--- src/logic/sso_map.svh ---
// Offsets, field positions, reset values and constants of the status outputs
`ifndef SSO_MAP_SVH
`define SSO_MAP_SVH
// ----------------------------------------
// Register offsets
// ----------------------------------------
`define SSO_CTRL_OFS    8'h00
`define SSO_RANGE_OFS   8'h04
`define SSO_TOL_OFS     8'h08
`define SSO_ASSIGN_OFS  8'h0c
`define SSO_FLAGS_OFS   8'h10
`define SSO_IST_OFS     8'h14
`define SSO_ICLR_OFS    8'h18
`define SSO_IEN_OFS     8'h1c
// ----------------------------------------
// Fields, reset values and the low-speed constant
// ----------------------------------------
`define SSO_CTRL_MODE_BIT 0
`define SSO_EV_INP        0
`define SSO_EV_RDY        1
`define SSO_EV_SA         2
`define SSO_EV_BRAKE      3
`define SSO_RANGE_RST     16'h0064
`define SSO_TOL_RST       16'h000a
`define SSO_ASSIGN_RST    6'h00
`define SSO_SA_LOW_RPM    16'h0014
`endif

--- src/logic/sso_pkg.sv ---
// Types of the status outputs block
package sso_pkg;
  typedef enum logic {SSO_LOOP_POS, SSO_LOOP_SPEED} sso_loop_t;
  typedef enum logic [1:0] {SSO_SEL_NONE, SSO_SEL_RDY, SSO_SEL_DBI, SSO_SEL_SA} sso_sel_t;
endpackage : sso_pkg

--- src/logic/sso_status_outputs.sv ---
// Status outputs of a servo driver: in-position, ready, brake interlock, speed reached
//
// Functional notes
// In-position on while droop magnitude lies inside configured range.
// In-position on in the cycle after servo-on becomes active.
// In-position held off in speed loop mode.
// Host assigns ready, interlock, speed-reached to pins before use.
// Ready on only with servo on and driver prepared.
// Interlock drops on the same edge the dynamic brake engages.
// Host uses interlock with external brake on large drivers only.
// Speed-reached held off while servo is off.
// Speed-reached on when measured speed is near commanded speed.
// Speed-reached on with servo on in speed loop mode whenever commanded speed is 20 r/min or less.
// Speed-reached held off in position loop mode.
// In-position drops when droop leaves range, unless servo-on edge holds it.
`timescale 1ns/10ps
`include "sso_map.svh"
module sso_status_outputs #(
  parameter int DW = 32,
  parameter int SW = 16
) (
  input  wire logic          ref_clk,
  input  wire logic          rst_n,
  input  wire logic [7:0]    addr,
  input  wire logic [31:0]   wdata,
  input  wire logic          wr_en,
  input  wire logic          rd_en,
  output      logic [31:0]   rdata,
  input  wire logic          servo_on_pin,
  input  wire logic          drive_ready,
  input  wire logic          drive_fault,
  input  wire logic [DW-1:0] droop_count,
  input  wire logic [SW-1:0] speed_cmd,
  input  wire logic [SW-1:0] speed_meas,
  output      logic          in_position_flag,
  output      logic [2:0]    out_pin,
  output      logic          dyn_brake_cmd,
  output      logic          irq
);
  import sso_pkg::*;

  // ----------------------------------------
  // State
  // ----------------------------------------
  typedef struct packed {
    logic        s1;
    logic        s2;
    logic        s3;
    logic        servo_on;
    logic        servo_on_d;
    sso_loop_t   loop;
    logic [15:0] range;
    logic [15:0] tol;
    logic [5:0]  assign_sel;
    logic        inp;
    logic        rdy;
    logic        dbi;
    logic        sa;
    logic        brake;
    logic [3:0]  ev;
    logic [3:0]  en;
    logic [31:0] rdata;
    logic [2:0]  pins;
  } sso_state_t;

  sso_state_t st;
  sso_state_t nx;

  // Magnitude of a signed value, saturating is not needed at these widths
  function automatic logic [DW:0] sso_abs(input logic signed [DW:0] v);
    sso_abs = v[DW] ? (-v) : v;
  endfunction : sso_abs

  logic [DW:0] droop_mag;
  logic [DW:0] cmd_mag;
  logic [DW:0] err_mag;
  logic        in_range;
  logic        on_rise;
  logic        near_speed;
  logic        low_cmd;
  logic        prepared;

  always_comb begin
    droop_mag  = sso_abs({droop_count[DW-1], droop_count});
    cmd_mag    = sso_abs((DW+1)'($signed(speed_cmd)));
    err_mag    = sso_abs((DW+1)'($signed(speed_meas)) - (DW+1)'($signed(speed_cmd)));
    in_range   = droop_mag <= (DW+1)'(st.range);
    on_rise    = st.servo_on & ~st.servo_on_d;
    near_speed = err_mag <= (DW+1)'(st.tol);
    low_cmd    = cmd_mag <= (DW+1)'(`SSO_SA_LOW_RPM);
    prepared   = st.servo_on & drive_ready & ~drive_fault;
  end

  // ----------------------------------------
  // Next state
  // ----------------------------------------
  always_comb begin
    logic [3:0] set;
    logic [3:0] clr;
    set = 4'h0;
    clr = 4'h0;
    nx  = st;
    // Servo-on pin: third stage must agree with second before it counts
    nx.s1 = servo_on_pin;
    nx.s2 = st.s1;
    nx.s3 = st.s2;
    if (st.s2 == st.s3) begin
      nx.servo_on = st.s3;
    end
    nx.servo_on_d = st.servo_on;
    // Flags
    nx.inp   = (st.loop == SSO_LOOP_POS) & (in_range | on_rise);
    nx.rdy   = prepared;
    // Brake and interlock come from one term so they switch on one edge
    nx.brake = ~prepared;
    nx.dbi   = prepared;
    nx.sa    = st.servo_on & (st.loop == SSO_LOOP_SPEED)
             & (near_speed | low_cmd);
    // Only assigned outputs reach a pin; unassigned pins stay low
    for (int i = 0; i < 3; i++) begin
      case (sso_sel_t'(st.assign_sel[2*i +: 2]))
        SSO_SEL_RDY: nx.pins[i] = st.rdy;
        SSO_SEL_DBI: nx.pins[i] = nx.dbi;
        SSO_SEL_SA:  nx.pins[i] = st.sa;
        default:     nx.pins[i] = 1'b0;
      endcase
    end
    // Events
    set[`SSO_EV_INP]   = nx.inp & ~st.inp;
    set[`SSO_EV_RDY]   = nx.rdy & ~st.rdy;
    set[`SSO_EV_SA]    = nx.sa & ~st.sa;
    set[`SSO_EV_BRAKE] = nx.brake & ~st.brake;
    // Register writes
    if (wr_en) begin
      case (addr)
        `SSO_CTRL_OFS:   nx.loop = sso_loop_t'(wdata[`SSO_CTRL_MODE_BIT]);
        `SSO_RANGE_OFS:  nx.range = wdata[15:0];
        `SSO_TOL_OFS:    nx.tol = wdata[15:0];
        `SSO_ASSIGN_OFS: nx.assign_sel = wdata[5:0];
        `SSO_ICLR_OFS:   clr = wdata[3:0];
        `SSO_IEN_OFS:    nx.en = wdata[3:0];
        default:         nx.en = st.en;
      endcase
    end
    // A new event wins over a clear in the same cycle
    nx.ev = (st.ev & ~clr) | set;
    // Register reads: data stand one cycle after the strobe only
    nx.rdata = 32'h0;
    if (rd_en) begin
      case (addr)
        `SSO_CTRL_OFS:   nx.rdata = {31'h0, st.loop == SSO_LOOP_SPEED};
        `SSO_RANGE_OFS:  nx.rdata = {16'h0, st.range};
        `SSO_TOL_OFS:    nx.rdata = {16'h0, st.tol};
        `SSO_ASSIGN_OFS: nx.rdata = {26'h0, st.assign_sel};
        `SSO_FLAGS_OFS:  nx.rdata = {26'h0, st.servo_on, st.brake, st.sa, st.dbi, st.rdy, st.inp};
        `SSO_IST_OFS:    nx.rdata = {28'h0, st.ev};
        `SSO_IEN_OFS:    nx.rdata = {28'h0, st.en};
        default:         nx.rdata = 32'h0;
      endcase
    end
  end

  // ----------------------------------------
  // Registers
  // ----------------------------------------
  always_ff @(posedge ref_clk or negedge rst_n) begin
    if (!rst_n) begin
      st            <= '0;
      st.loop       <= SSO_LOOP_POS;
      st.range      <= `SSO_RANGE_RST;
      st.tol        <= `SSO_TOL_RST;
      st.assign_sel <= `SSO_ASSIGN_RST;
      st.brake      <= 1'b1;
    end else begin
      st <= nx;
    end
  end

  assign rdata            = st.rdata;
  assign in_position_flag = st.inp;
  assign out_pin          = st.pins;
  assign dyn_brake_cmd    = st.brake;
  assign irq              = |(st.ev & st.en);
endmodule : sso_status_outputs

--- config.mk ---
export PLATFORM = sky130hd
export DESIGN_NAME = sso_status_outputs
export DESIGN_NICKNAME = d
export VERILOG_FILES = /design/src/logic/sso_pkg.sv /design/src/logic/sso_status_outputs.sv
export VERILOG_INCLUDE_DIRS = /design/src /design/src/logic
export SDC_FILE = /design/constraint.sdc
export NUM_CORES = 1
export LEC_CHECK = 0
export BUFFER_PORTS_ARGS = -buffer_cell sky130_fd_sc_hd__buf_2
export CORE_MARGIN = 3
export CORE_UTILIZATION = 35
export DETAILED_ROUTE_END_ITERATION = 7
export SETUP_SLACK_MARGIN = 0.4
export SYNTH_ARGS = -nofsm -noshare
export SYNTH_HDL_FRONTEND = slang
export SYNTH_SLANG_ARGS = --single-unit
export TNS_END_PERCENT = 30
--- constraint.sdc ---
create_clock -name ref_clk -period 2.8 [get_ports ref_clk]
set_input_delay 0.14 -clock ref_clk [delete_from_list [all_inputs] [get_ports ref_clk]]
set_output_delay 0.14 -clock ref_clk [all_outputs]
set_load 0.02 [all_outputs]
Yosys cells after proc, flatten, opt, wreduce, memory -nomap -nowiden
Index checks and enable logic that the tools add are counted.

Flip-flop bits (word level): 91. Input port bits: 111. Logic and storage cells: 82. Output and inout port bits: 38.

Mux-type cells: 10. $lt $le $gt $ge: 3. Eq/ne operators: 17. Reductions and logical operators: 7. Bitwise logic cells: 24. $add $sub $neg: 4.

Operators by type and width (count): $pmux 16 s7 (1); $mux 33 (3); $le 33x16->1 (2); $le 33x5->1 const B (1); $neg 16->33 (1); $neg 17->33 (1); $neg 32->33 (1); $eq 8x5->1 const B (4); $sub 16x16->17 (1); $eq 8x4->1 const B (2); $mux 16 (1); $eq 2x2->1 const B (6); $and 1x1->1 (10); $reduce_and 2->1 (5); $pmux 1 s3 (3); $and 4x4->4 (2); $eq 8x3->1 const B (1); $logic_not 8->1 (1); $mux 4 (2); $not 1->1 (8); $eq 2x1->1 const B (3); $not 4->4 (1); $or 4x4->4 (1); $reduce_or 4->1 (1); other kinds (2) (3).

Logic depth before layout (Yosys ltp)
Depth in word-level cells: 8. Depth in mapped cells: 20. Depth with buffers taken out: 19.

Worst setup path before layout
No wires, ideal clock.

Kind: input -> register. Start point: input port speed_meas[0]. End point: register st[44] (netlist bit). Cell stages on the path: 20. Slack: -905 ps. Arrival: 3622 ps. Required time: 2717 ps. Setup time: 83 ps. Buffers on the path: 1. Cell sequence: inv_1 > ha_1 > fa_1 > nor2b_1 > o2111a_1 > o211ai_1 > a31oi_1 > a2bb2oi_1 > clkbuf_1 > nor2_1 > xnor2_1 > ha_1 > a21o_1 > a21o_1 > a21o_1 > o21ai_0 > a21oi_1 > o21ai_0 > nand3_1 > o21ai_0.

RTL lines: start: declaration (RTL line sso_status_outputs.sv:34) `input wire logic [SW-1:0] speed_meas,`; end signal: assignment (RTL line sso_status_outputs.sv:175) `st <= nx;`; end: declaration (RTL line sso_status_outputs.sv:66) `sso_state_t st;`.

==> flow_metrics.tcl <==
set metrics [dict create \
    root_buffer "clkbuf_16" \
    switchingPower_mw 1.23 \
    synth_top_area_share_pct 25.7 \
    synth_most_common_cell "dfrtp_1" \
    hpwlAfterDp_mm 15.7 \
    first_pass_iters 5 \
    antenna_found_initial 0 \
    slowest_stage "fa_2" \
    pwr-share-clk_pct 31.4 \
    fin_skew_ns 0.00917 \
    setup_ws_ns -0.468 \
    fin_area_um2 9030 \
    synth_common_cells "dfrtp_1 (69), inv_1 (64), nand2_1 (59), nor2_1 (59), ha_1 (51)" \
    grt.total_usage_pct 18.2 \
    setup_viol 4 \
    p_comb_share_pct 37.6 \
    max_cap_viol_count 0 \
    initial_core_util_pct 35.9 \
    syn2layout_area_growth_pct 34.3 \
    grt_start_max_net_pins 76 \
    yosys.area.top_type "dfrtp_1" \
    wirelength_mm 19.4 \
    synth.cell_area_um2 6730 \
    crit_path_max_fanout 4 \
    path_clk_slew_ns 0.06 \
    drive_above_1_share_pct 38.5 \
    pre_cts_ws_ns -0.908 \
    worst_pin_slew_ns 0.930 \
    dieArea_um2 20900 \
    ys_seq_area_share_pct 28.0 \
    ys_top_cells_by_area "dfrtp_1 (26%), ha_1 (9.5%), mux2_2 (7.4%), buf_4 (3.9%), xnor2_1 (3.6%)" \
    die_x_um 145 \
    clkLatencyLatePin_ns 0.34 \
    syn_inst 790 \
    slowest_delay_ns 0.42 \
    syn_avg_cell_area_um2 8.52 \
    viasPerCell 5.26 \
    cp_num_buf_inv 2 \
    leakagePower_nw 4.14 \
    switching_share_pct 32.4 \
    r2r_slack_ns 0.46 \
    async_reset_ff_share_pct 100 \
    cp-startpoint "speed_cmd[0]" \
    crit_type "input port to flip-flop" \
    ff2ff_path_depth 10 \
    clock_sinks 75 \
    rows 50 \
    grt_pass1_vias 6352 \
    cp.arrival_ns 3.53 \
    cp-start-kind "input port" \
    vias 6553 \
    worst-endpoint-required_ns 3.06 \
    synthFlopType "dfrtp_1" \
    worst-path-stages 19 \
    drv_slew 0 \
    fmax_mhz 306 \
    endpoint_kind "flip-flop" \
    die_h_um 145 \
    maxSlewHeadroom_pct 38.0 \
    dpl_cell_area_um2 8270 \
    grt-ovfl-total 0 \
    pin_count 149 \
    reg2reg_from "st[72]" \
    hold_viol_final 0 \
    ys_warn_count 0 \
    cts_tree "yes" \
    final_nets 1170 \
    clockBufferDepth 2 \
    status "finished, violations left" \
    crit_path_end "st[44]" \
    crit_chain "buf_6, ha_4, fa_2, nor2b_4, o2111ai_4, nand2_4, a31oi_4, buf_4, nor4_2, nor2b_4, a21oi_1, xnor2_1, ha_1, nor2b_1, o21ai_1, nand3b_1, o21ai_2, nand3_1, o21ai_1" \
    core_um2 18800 \
    ys_seq_elements 75 \
    fin_crit_sh_pct 117 \
    postRouteAntennaNets 0 \
    grt_setup_unrepaired "yes" \
    drc 0 \
    grt_pass1_wl_mm 31.1 \
    p_int_mw 2.56 \
    n_antenna_cell 0 \
    r2r_end "st[39]" \
    synth_edf_count 0 \
    path_delay_family "simple AND/OR/NAND/NOR gates" \
    gp_congestion 0.924 \
    fillCellCount 1826 \
    p_per_area_nw_per_um2 420 \
    seq_power_share_pct 31.0 \
    port_buffers 116 \
    wl_per_cell_um 15.6 \
    peakVddDrop_uv 225 \
    synth_cell_types 72 \
    drt_iter0_markers 435 \
    layout_min_cycle_time_ns 3.27 \
    worst_hold_path.num_cells 2 \
    hp-class "input port to flip-flop" \
    htreeDepth 3 \
    cts_made_buffers 9 \
    violations "setup timing" \
    design_power_total_mw 3.79 \
]
-- power by group through the flow --
| stage | Sequential [mW] | Clock (mW) | Combinational, mW |
|---|---|---|---|
| after floorplan | 1.18 | 0 | 0.769 |
| after global placement | 1.19 | 0 | 1.25 |
| after detailed placement | 1.19 | 0 | 1.26 |
| after CTS | 1.17 | 1.21 | 1.33 |
| after global routing | 1.18 | 1.25 | 1.60 |
| final | 1.17 | 1.19 | 1.43 |
-- worst min path at each step --
stage / from / endpoint
2_1_floorplan: rst_n / in_position_flag
3_3_place_gp: servo_on_pin / nx[90]
3_5_place_dp: servo_on_pin / nx[90]
4_1_cts: wdata[10] / st[80]
5_1_grt: wdata[11] / st[81]
6_report: wdata[10] / st[80]
-- state kept, by name, summed over array words and instances, names as in the netlist --
| signal | cells |
|---|---|
| st | 51 |
| rdata | 16 |
| nx | 3 |
| out_pin | 3 |
| dyn_brake_cmd | 1 |
| in_position_flag | 1 |
-- through the flow --
step | util [%] | hold slack (ns) | setup TNS (ns) | std cells
after floorplan | - | -0.156 | -1.76 | 805
after global placement | 44.1 | 0.248 | -2.80 | 1217
after detailed placement | 44.1 | 0.250 | -2.99 | 1217
after CTS | 46.9 | 0.0509 | -1.07 | 1239
after global routing | 48.1 | 0.0563 | -2.11 | 1246
final | 48.1 | 0.0503 | -1.08 | 1246
-- layer usage --
metal,global-route usage [%],up-vias,wire [µm]
met5,0,-,0
met4,5.06,0,350
met3,1.97,27,857
met2,32.7,176,9800
met1,23.4,3075,8380
li1,-,3275,-
-- placed cells by master, fill, tap and decap left out, types with 19 or more instances in the layout --
cell,count
xnor2_1,26
o21ai_0,28
a21oi_1,34
dfrtp_1,69
inv_1,60
ha_1,46
nor3_1,19
nor2_1,58
mux2_2,44
nand2_1,58
buf_4,138
buf_2,111
-- cell families (layout without fill, tap and decap cells) --
family / Yosys count / after routing / synth area share, %
other: 1 / 16 / 0.0557
muxes: 51 / 51 / 8.78
adders and majority gates: 53 / 53 / 9.93
buffers and inverters: 130 / 337 / 9.43
xor gates and xnor gates: 40 / 40 / 5.21
DFF: 75 / 75 / 28.0
and+or+nand+nor: 253 / 253 / 19.5
AOI/OAI and AO/OA: 187 / 187 / 19.1
-- final cells by class --
cell class / count / area, µm² / area share (%)
Multi-Input combinational cell: 600 / 4620 / 51.1
Sequential cell: 75 / 1880 / 20.9
Timing Repair Buffer: 257 / 1680 / 18.6
Tap cell: 234 / 293 / 3.24
Inverter: 64 / 245 / 2.71
Clock buffer: 10 / 239 / 2.65
Clock inverter: 6 / 71.3 / 0.789
-- what timing repair did --
action                     in CTS  in global routing
hold buffers                    2                  0
hold endpoints to repair       68                  0
resized for setup              36                 33
buffers inserted                4                  7
setup endpoints to repair       4                  4
pin swaps                      22                 25
No activity file was read; power rests on OpenSTA's default activity.
